File: src/shared/ssb_pkg.sv
package ssb_pkg;

   ////////////////////////////////////////////////////////////////////////////
   // clock and timing
   localparam int CLK_NS = 4;
   // select low to first rising serial clock, active device
   localparam int T_SP_NS = 20;
   localparam int T_SP_CYC = (T_SP_NS + CLK_NS - 1) / CLK_NS;
   // select low to first rising serial clock, waking from power-down
   localparam int T_WAKE_US = 150;
   localparam int T_WAKE_CYC = (T_WAKE_US * 1000 + CLK_NS - 1) / CLK_NS;
   // last falling serial clock to select release
   localparam int T_NS_NS = 20;
   localparam int T_NS_CYC = (T_NS_NS + CLK_NS - 1) / CLK_NS;
   // serial clock ceiling for back-to-back bytes
   localparam int SCLK_MAX_KHZ = 6500;
   localparam int SCLK_HALF_CYC = (1000000 + 2 * SCLK_MAX_KHZ * CLK_NS - 1)
                                  / (2 * SCLK_MAX_KHZ * CLK_NS);
   localparam logic [15:0] HALF_LAST = 16'(SCLK_HALF_CYC - 1);
   localparam logic [15:0] TSP_LAST = 16'(T_SP_CYC - 1);
   localparam logic [15:0] TNS_LAST = 16'(T_NS_CYC - 1);

   ////////////////////////////////////////////////////////////////////////////
   // status byte layout
   localparam int ST_RDY_BIT = 7;
   localparam int ST_CODE_HI = 6;
   localparam int ST_CODE_LO = 4;
   localparam int ST_FREE_HI = 3;
   localparam logic [3:0] FREE_SAT = 4'hf;
   localparam logic [2:0] BIT_LAST = 3'h7;

   // main state codes
   typedef logic [2:0] ssb_code_t;
   localparam ssb_code_t CODE_IDLE = 3'h0;
   localparam ssb_code_t CODE_TX = 3'h2;
   localparam ssb_code_t CODE_SYNTH_ON = 3'h3;
   localparam ssb_code_t CODE_CAL = 3'h4;
   localparam ssb_code_t CODE_SETTLE = 3'h5;
   localparam ssb_code_t CODE_UNDERRUN = 3'h7;

   // header byte layout
   localparam int HDR_RW_BIT = 7;
   localparam int HDR_BURST_BIT = 6;
   localparam int HDR_ADDR_HI = 5;
   // strobe address of the queue flush, value arbitrary
   localparam logic [5:0] FLUSH_ADDR = 6'h30;

   ////////////////////////////////////////////////////////////////////////////
   // host controller register map (byte addresses)
   localparam logic [7:0] REG_TXD = 8'h00;
   localparam logic [7:0] REG_RXD = 8'h04;
   localparam logic [7:0] REG_CTRL = 8'h08;
   localparam logic [7:0] REG_STAT = 8'h0c;
   localparam logic [7:0] REG_IRQ = 8'h10;
   localparam logic [7:0] REG_MASK = 8'h14;
   localparam int TXD_LAST_BIT = 8;
   localparam int CTRL_NOPOLL_BIT = 0;
   localparam int STAT_BUSY_BIT = 0;
   localparam int STAT_PEND_BIT = 1;
   localparam int STAT_SEL_BIT = 2;
   localparam int IRQ_DONE_BIT = 0;
   localparam int IRQ_UNDERRUN_BIT = 1;
   localparam int IRQ_W = 2;

endpackage : ssb_pkg

File: src/shared/ssb_link_if.sv
// four-wire serial link; the serial output idles high when not driven
interface ssb_link_if;
   logic sclk;
   logic select_low;
   logic mosi;
   logic miso;
   logic miso_oe;
   logic so_line;

   // pull-up on the shared output line
   assign so_line = miso_oe ? miso : 1'b1;

   modport dev (
      input sclk,
      input select_low,
      input mosi,
      output miso,
      output miso_oe
   );

   modport host (
      output sclk,
      output select_low,
      output mosi,
      input so_line
   );
endinterface : ssb_link_if

File: src/verilog/ssb_status_dev.sv
module ssb_status_dev (
   input wire logic hclk,
   input wire logic hresetn,
   ssb_link_if.dev link,
   input wire logic crystal_not_ready,
   input wire logic [2:0] main_state,
   input wire logic state_transitional,
   input wire logic [6:0] tx_free,
   input wire logic tx_queue_underrun,
   output logic rx_valid,
   output logic rx_header,
   output logic [7:0] rx_data,
   output logic [5:0] rx_addr,
   output logic rx_burst,
   output logic rx_rw,
   output logic flush_tx_strobe,
   output logic underrun_flag
);

   ////////////////////////////////////////////////////////////////////////////
   // state

   typedef struct packed {
      logic [1:0] sclk_s;
      logic [1:0] sel_s;
      logic [1:0] mosi_s;
      logic sclk_q;
      logic [7:0] out_sh;
      logic [7:0] in_sh;
      logic [2:0] bit_cnt;
      logic started;
      logic in_data;
      logic rw;
      logic burst;
      logic [5:0] addr;
      logic underrun;
      logic [7:0] rx_data;
      logic rx_valid;
      logic rx_header;
      logic flush;
   } ssb_dev_state_t;

   localparam ssb_dev_state_t DEV_RESET = '{
      sclk_s: 2'h0,
      sel_s: 2'h3,
      mosi_s: 2'h0,
      sclk_q: 1'b0,
      out_sh: 8'hff,
      in_sh: 8'h00,
      bit_cnt: 3'h0,
      started: 1'b0,
      in_data: 1'b0,
      rw: 1'b0,
      burst: 1'b0,
      addr: 6'h00,
      underrun: 1'b0,
      rx_data: 8'h00,
      rx_valid: 1'b0,
      rx_header: 1'b0,
      flush: 1'b0
   };

   ssb_dev_state_t r;
   ssb_dev_state_t next_r;

   logic sclk_sync;
   logic sel_active;
   logic mosi_sync;
   logic sclk_rise;
   logic sclk_fall;
   logic [7:0] byte_in;
   logic [3:0] free_cnt;
   ssb_pkg::ssb_code_t code;
   logic [7:0] status;
   logic is_flush;

   ////////////////////////////////////////////////////////////////////////////
   // synchronised link view; only the second stage is looked at
   assign sclk_sync = r.sclk_s[1];
   assign sel_active = ~r.sel_s[1];
   assign mosi_sync = r.mosi_s[1];
   assign sclk_rise = sclk_sync & ~r.sclk_q;
   assign sclk_fall = ~sclk_sync & r.sclk_q;
   // msb first: new bits enter at the bottom
   // msb first in
   assign byte_in = {r.in_sh[6:0], mosi_sync};

   ////////////////////////////////////////////////////////////////////////////
   // status byte assembly

   assign free_cnt = (tx_free > 7'(ssb_pkg::FREE_SAT)) ? ssb_pkg::FREE_SAT : tx_free[3:0];

   // unused codes are never passed on; they fall back to idle
   always_comb begin
      if (r.underrun) begin
         code = ssb_pkg::CODE_UNDERRUN;
      end else begin
         case (main_state)
            ssb_pkg::CODE_TX,
            ssb_pkg::CODE_SYNTH_ON,
            ssb_pkg::CODE_UNDERRUN: begin
               code = main_state;
            end
            ssb_pkg::CODE_CAL,
            ssb_pkg::CODE_SETTLE: begin
               code = state_transitional ? ssb_pkg::CODE_IDLE : main_state;
            end
            default: begin
               code = ssb_pkg::CODE_IDLE;
            end
         endcase
      end
   end

   always_comb begin
      status = 8'h00;
      status[ssb_pkg::ST_RDY_BIT] = crystal_not_ready;
      status[ssb_pkg::ST_CODE_HI:ssb_pkg::ST_CODE_LO] = code;
      status[ssb_pkg::ST_FREE_HI:0] = free_cnt;
   end

   assign is_flush = (byte_in[ssb_pkg::HDR_ADDR_HI:0] == ssb_pkg::FLUSH_ADDR)
                     & ~byte_in[ssb_pkg::HDR_BURST_BIT]
                     & ~byte_in[ssb_pkg::HDR_RW_BIT];

   ////////////////////////////////////////////////////////////////////////////
   // next state
   always_comb begin
      next_r = r;
      next_r.sclk_s = {r.sclk_s[0], link.sclk};
      next_r.sel_s = {r.sel_s[0], link.select_low};
      next_r.mosi_s = {r.mosi_s[0], link.mosi};
      next_r.sclk_q = sclk_sync;
      next_r.rx_valid = 1'b0;
      next_r.flush = 1'b0;

      if (!sel_active) begin
         next_r.bit_cnt = 3'h0;
         next_r.started = 1'b0;
         next_r.in_data = 1'b0;
         next_r.out_sh = status;
      end else begin
         // before the first clock the line tracks the live flag so the
         // host can watch the crystal come up
         // live readiness before clocking
         if (!r.started && !sclk_rise) begin
            next_r.out_sh = status;
         end
         if (sclk_rise) begin
            next_r.started = 1'b1;
            next_r.in_sh = byte_in;
            next_r.bit_cnt = r.bit_cnt + 3'h1;
            if (r.bit_cnt == ssb_pkg::BIT_LAST) begin
               next_r.rx_valid = 1'b1;
               next_r.rx_data = byte_in;
               next_r.rx_header = ~r.in_data;
               if (!r.in_data) begin
                  next_r.rw = byte_in[ssb_pkg::HDR_RW_BIT];
                  next_r.burst = byte_in[ssb_pkg::HDR_BURST_BIT];
                  next_r.addr = byte_in[ssb_pkg::HDR_ADDR_HI:0];
                  // a strobe is a lone header; the next byte is a header
                  next_r.flush = is_flush;
                  next_r.in_data = ~is_flush;
               end else begin
                  // single access ends after one data byte
                  next_r.in_data = r.burst;
               end
            end
         end
         if (sclk_fall) begin
            if (r.bit_cnt == 3'h0) begin
               next_r.out_sh = status;
            end else begin
               next_r.out_sh = {r.out_sh[6:0], 1'b0};
            end
         end
      end

      // set wins over the acknowledging flush
      // sticky until flush
      if (r.flush) begin
         next_r.underrun = 1'b0;
      end
      if (tx_queue_underrun) begin
         next_r.underrun = 1'b1;
      end
   end

   ////////////////////////////////////////////////////////////////////////////
   // registers
   always_ff @(posedge hclk or negedge hresetn) begin
      if (!hresetn) begin
         r <= DEV_RESET;
      end else begin
         r <= next_r;
      end
   end

   ////////////////////////////////////////////////////////////////////////////
   // outputs; the line is released while select is high
   // msb first out
   assign link.miso = r.out_sh[7];
   assign link.miso_oe = sel_active;
   assign rx_valid = r.rx_valid;
   assign rx_header = r.rx_header;
   assign rx_data = r.rx_data;
   assign rx_addr = r.addr;
   assign rx_burst = r.burst;
   assign rx_rw = r.rw;
   assign flush_tx_strobe = r.flush;
   assign underrun_flag = r.underrun;

endmodule : ssb_status_dev

File: src/flat_wrapper.sv
// flat-port wrapper written by rule: the top's interface ports become plain ports
module ssb_status_dev_flat 
  (hclk, hresetn, crystal_not_ready, main_state, state_transitional, tx_free, tx_queue_underrun, rx_valid, rx_header, rx_data, rx_addr, rx_burst, rx_rw, flush_tx_strobe, underrun_flag, link_sclk, link_select_low, link_mosi, link_miso, link_miso_oe);
  ssb_link_if link_i ();
  input wire logic hclk;
  input wire logic hresetn;
  input wire logic crystal_not_ready;
  input wire logic [2:0] main_state;
  input wire logic state_transitional;
  input wire logic [6:0] tx_free;
  input wire logic tx_queue_underrun;
  output logic rx_valid;
  output logic rx_header;
  output logic [7:0] rx_data;
  output logic [5:0] rx_addr;
  output logic rx_burst;
  output logic rx_rw;
  output logic flush_tx_strobe;
  output logic underrun_flag;
  input wire logic [$bits(link_i.sclk)-1:0] link_sclk;
  input wire logic [$bits(link_i.select_low)-1:0] link_select_low;
  input wire logic [$bits(link_i.mosi)-1:0] link_mosi;
  output wire logic [$bits(link_i.miso)-1:0] link_miso;
  output wire logic [$bits(link_i.miso_oe)-1:0] link_miso_oe;
  assign link_i.sclk = link_sclk;
  assign link_i.select_low = link_select_low;
  assign link_i.mosi = link_mosi;
  assign link_miso = link_i.miso;
  assign link_miso_oe = link_i.miso_oe;
  ssb_status_dev u_core (.hclk(hclk), .hresetn(hresetn), .link(link_i), .crystal_not_ready(crystal_not_ready), .main_state(main_state), .state_transitional(state_transitional), .tx_free(tx_free), .tx_queue_underrun(tx_queue_underrun), .rx_valid(rx_valid), .rx_header(rx_header), .rx_data(rx_data), .rx_addr(rx_addr), .rx_burst(rx_burst), .rx_rw(rx_rw), .flush_tx_strobe(flush_tx_strobe), .underrun_flag(underrun_flag));
endmodule
File: config.mk
export PLATFORM = sky130hd
export DESIGN_NAME = ssb_status_dev_flat
export DESIGN_NICKNAME = d
export VERILOG_FILES = /design/src/shared/ssb_pkg.sv /design/src/shared/ssb_link_if.sv /design/src/verilog/ssb_status_dev.sv /design/src/flat_wrapper.sv
export SDC_FILE = /design/constraint.sdc
export NUM_CORES = 1
export LEC_CHECK = 0
export ABC_AREA = 1
export BUFFER_PORTS_ARGS = -buffer_cell sky130_fd_sc_hd__buf_2
export CORE_MARGIN = 4
export CORE_UTILIZATION = 59
export CTS_CLUSTER_DIAMETER = 120
export DETAILED_ROUTE_END_ITERATION = 10
export GPL_ROUTABILITY_DRIVEN = 1
export PLACE_DENSITY = 0.84
export SLEW_MARGIN = 20
export SYNTH_ARGS = -nofsm -noshare
export SYNTH_HDL_FRONTEND = slang
export SYNTH_SLANG_ARGS = --single-unit
export TNS_END_PERCENT = 10
File: constraint.sdc
create_clock -name hclk -period 2.2 [get_ports hclk]
set_input_delay 0.33 -clock hclk [delete_from_list [all_inputs] [get_ports hclk]]
set_output_delay 0.33 -clock hclk [all_outputs]
set_load 0.01 [all_outputs]
==> out/summary.log <==
INFO  status         status=completed
INFO  logic_synthesis avgSynthCellArea=9.69µm²
INFO  timing         worst_hold_slack=135ps
INFO  global_routing track_usage=0.185
INFO  clock_network  worst_skew_pair.late_latency=300ps
INFO  clock_network  ctsLongestPathBuffers=2
INFO  timing         setup_repair_after_global_routing_missed_its_margin=false
INFO  setup_path     startpoint_to_endpoint_class_of_the_critical_path=flip-flop to flip-flop
INFO  setup_path     worstSetupStartpointType=flip-flop
INFO  drt            vias=1517
INFO  drt            via_per_inst=5.07
INFO  drt            drt-total-wl=3.74mm
INFO  power_and_ir_drop power_per_cell_area=704mW/mm²
INFO  clock_network  cts.repair.resized=0
INFO  clock_network  cts_made_buffers=5
INFO  floorplanning  fp.coreArea=0.00344mm²
INFO  logic_synthesis netlist_instances=224
INFO  floorplanning  floorplan.initialDensity=0.631
INFO  clock_network  ctsHtreeMaxLevel=2
INFO  logic_synthesis synth.cell_area=0.00217mm²
INFO  floorplanning  core.rowCount=21
INFO  timing         fmax=633MHz
INFO  floorplanning  die_outline_height=68.7µm
INFO  logic_synthesis synth_async_sr_flop_share=1.00
INFO  flow_run       maxCapViolations=0
INFO  layout         drive_above_1_share=0.336
INFO  logic_synthesis ys.warnings.count=0
INFO  layout         antenna_cells=0
INFO  clock_network  clock_tree.root_cell=clkbuf_8
INFO  timing         min_period_over_period=0.718
INFO  place          gpl.final_weighted_congestion=0.791
INFO  setup_path     worstRegToRegCells=7
INFO  hold_path      min-delay-path-class=input port to flip-flop
INFO  global_routing first_pass_grt_wire_length=6.24mm
INFO  power_and_ir_drop power_leakage=1.26nW
INFO  clock_network  hold_buffers=0
INFO  place          dp_hpwl=2.70mm
INFO  clock_network  clock_sink_count=47
INFO  logic_synthesis area_share_of_the_largest_cell_type_after_synthesis=0.427
INFO  setup_path     timing.rr.end=u_core.rx_addr[5]
INFO  drt            drt_iter0_markers=81
INFO  global_routing grt_max_degree=43
INFO  timing         timing.final.setup_violations=0
INFO  setup_path     critPathMaxFanout=20
INFO  hold_path      hp-start=link_select_low
INFO  power_and_ir_drop power.ir.vdd_worst=0.502mV
INFO  timing         setup_total_negative_slack=0ps
INFO  timing         post_route_skew=7.60ps
INFO  floorplanning  design.portCount=40
INFO  layout         area_delta_synth_final=9.57%
INFO  drt            detailedRoute.firstPassIterationCount=4
INFO  clock_network  tritoncts=done
INFO  global_routing antenna_found_initial=0
INFO  timing         hold_viol=0
INFO  drt            detail_route.drc_violations=0
INFO  drt            drt.antenna.violating_nets=0
INFO  place          port_buffers=39
INFO  timing         max_slew.worst_pin.slew=863ps
INFO  timing         timing.final.max_slew_violations=0
INFO  setup_path     arrival=1800ps
INFO  global_routing grt_pass1_vias=1373
INFO  drt            avgRoutedWirePerCell=12.5µm
INFO  hold_path      worstHoldPathCells=1
INFO  logic_synthesis synth.yosys.seq_area_share=0.548
INFO  floorplanning  die_w=68.7µm
INFO  clock_network  post-cts-setup-buffer-count=0
INFO  logic_synthesis synth_largest_area_cell=dfrtp_1
INFO  logic_synthesis largest_cells_by_area_after_synthesis=dfrtp_1, dfstp_2, nand2_1
INFO  timing         slew_headroom=0.425
INFO  setup_path     crit_required=2420ps
INFO  hold_path      min_to=u_core.next_r[45]
INFO  clock_network  post_cts_clock_slew_at_the_launch_and_capture_registers_of_the_worst_setup_and_hold_paths=80ps
INFO  floorplanning  fp.dieArea=0.00471mm²
INFO  logic_synthesis mappedNetlistNets=245
INFO  setup_path     r2r_start=u_core.r[22]
INFO  logic_synthesis synth_cell_type_count=25
INFO  global_routing grt_remaining_overflow=0
INFO  logic_synthesis postSynth.topFlopCell=dfrtp_1
INFO  logic_synthesis synth_enable_flop_cells=0
INFO  logic_synthesis ys_seq_elements=47
INFO  layout         nNetsFinal=273
INFO  power_and_ir_drop power=0.00167W
INFO  setup_path     critical_path.endpoint_type=flip-flop
INFO  setup_path     reg2reg_setup_slack=620ps
INFO  timing         finalWorstPathRequiredPeriod=1580ps
-- report_power, final --
part / leakage [nW] / total [W] / switching [W] / internal (W)
logic: 0.610 / 0.000174 / 0.000121 / 0.0000526
clock network: 0.0515 / 0.000547 / 0.000260 / 0.000287
registers: 0.599 / 0.000953 / 0.0000306 / 0.000923
-- logic make-up after synthesis --
kind of cell,Yosys count,synth area share
buffers and inverters,51,0.131
flip-flops,47,0.548
AO/OA/AOI/OAI,33,0.105
adder cells (fa/ha/maj),3,0.0173
AND/OR/NAND/NOR,90,0.199
-- per-layer routing --
layer	GRT usage	share of wire	vias to the layer above
met5	0	0	-
met4	0.0918	0.024	0
met3	0.0583	0.041	9
met2	0.274	0.48	31
met1	0.244	0.45	711
li1	-	-	766
-- how the worst max path moves through the flow --
stage | to | slack, ps | cells past startpoint | startpoint
after global routing | u_core.rx_addr[0] | 500 | 7 | u_core.r[22]
after detailed placement | u_core.rx_addr[0] | 620 | 7 | u_core.r[22]
final | u_core.rx_addr[5] | 620 | 7 | u_core.r[22]
after CTS | u_core.rx_addr[5] | 610 | 7 | u_core.r[22]
after floorplan | u_core.rx_addr[4] | 890 | 8 | u_core.r[22]
after global placement | u_core.rx_addr[5] | 700 | 7 | u_core.r[22]
-- cells in the final DEF (no fill, tap or decap) --
master and n:
o21ai_0 15, o21bai_1 1, nor3_1 2, nand3_4 1, nor2_4 1, nand2_2 1
nand2_4 1, nand3_1 21, nor2_1 7, dfrtp_1 37, nand2_1 45, inv_4 3
ha_1 3, nand4_1 8, clkbuf_1 1, o21ai_2 16, buf_2 39, buf_4 2
dfstp_2 10, clkbuf_8 7, or2_2 1, a21oi_1 1, inv_2 1, nand3_2 2
inv_1 27
-- cell type report --
type	instances	area (µm²)
Clock buffer	8	100
Inverter	31	124
Multi-Input combinational cell	126	698
Timing Repair Buffer	41	210
Sequential cell	47	1190
Fill cell	282	1060
Tap cell	46	57.6
-- critical path, stage by stage, from the launching register on --
cell     delay, ps
dfrtp_1        390
ha_1           200
ha_1           220
nand3_4        270
inv_4           60
nand2_4        190
nand2_1        100
o21ai_2         60
-- stage by stage --
step / setup slack [ps] / utilization / instances / instance area (µm²)
floorplan: 887 / - / 224 / 2170
global placement: 699 / 0.662 / 291 / 2280
detailed placement: 623 / 0.662 / 291 / 2280
CTS: 611 / 0.691 / 299 / 2380
global route: 505 / 0.691 / 299 / 2380
finish: 621 / 0.691 / 299 / 2380
-- registers in the layout, summed over array words and instances (netlist names) --
| name | count |
|---|---|
| u_core.rx_valid | 1 |
| u_core.rx_rw | 1 |
| u_core.rx_data | 8 |
| u_core.r | 14 |
| u_core.link.miso | 1 |
| u_core.byte_in | 8 |
| u_core.rx_header | 1 |
| u_core.next_r | 4 |
| u_core.rx_burst | 1 |
| u_core.rx_addr | 6 |
| u_core.underrun_flag | 1 |
| u_core.flush_tx_strobe | 1 |
-- cells in the mapped netlist, types with 2 or more instances --
| cell type | count |
|---|---|
| inv_4 | 3 |
| o21ai_0 | 15 |
| ha_1 | 3 |
| buf_6 | 2 |
| nor2_1 | 7 |
| buf_4 | 15 |
| o21ai_2 | 16 |
| nand2_1 | 45 |
| nor3_1 | 2 |
| nand4_1 | 8 |
| inv_1 | 27 |
| nand3_2 | 2 |
| dfstp_2 | 10 |
| buf_2 | 2 |
| nand3_1 | 21 |
| dfrtp_1 | 37 |
No activity file was read; power rests on OpenSTA's default activity.
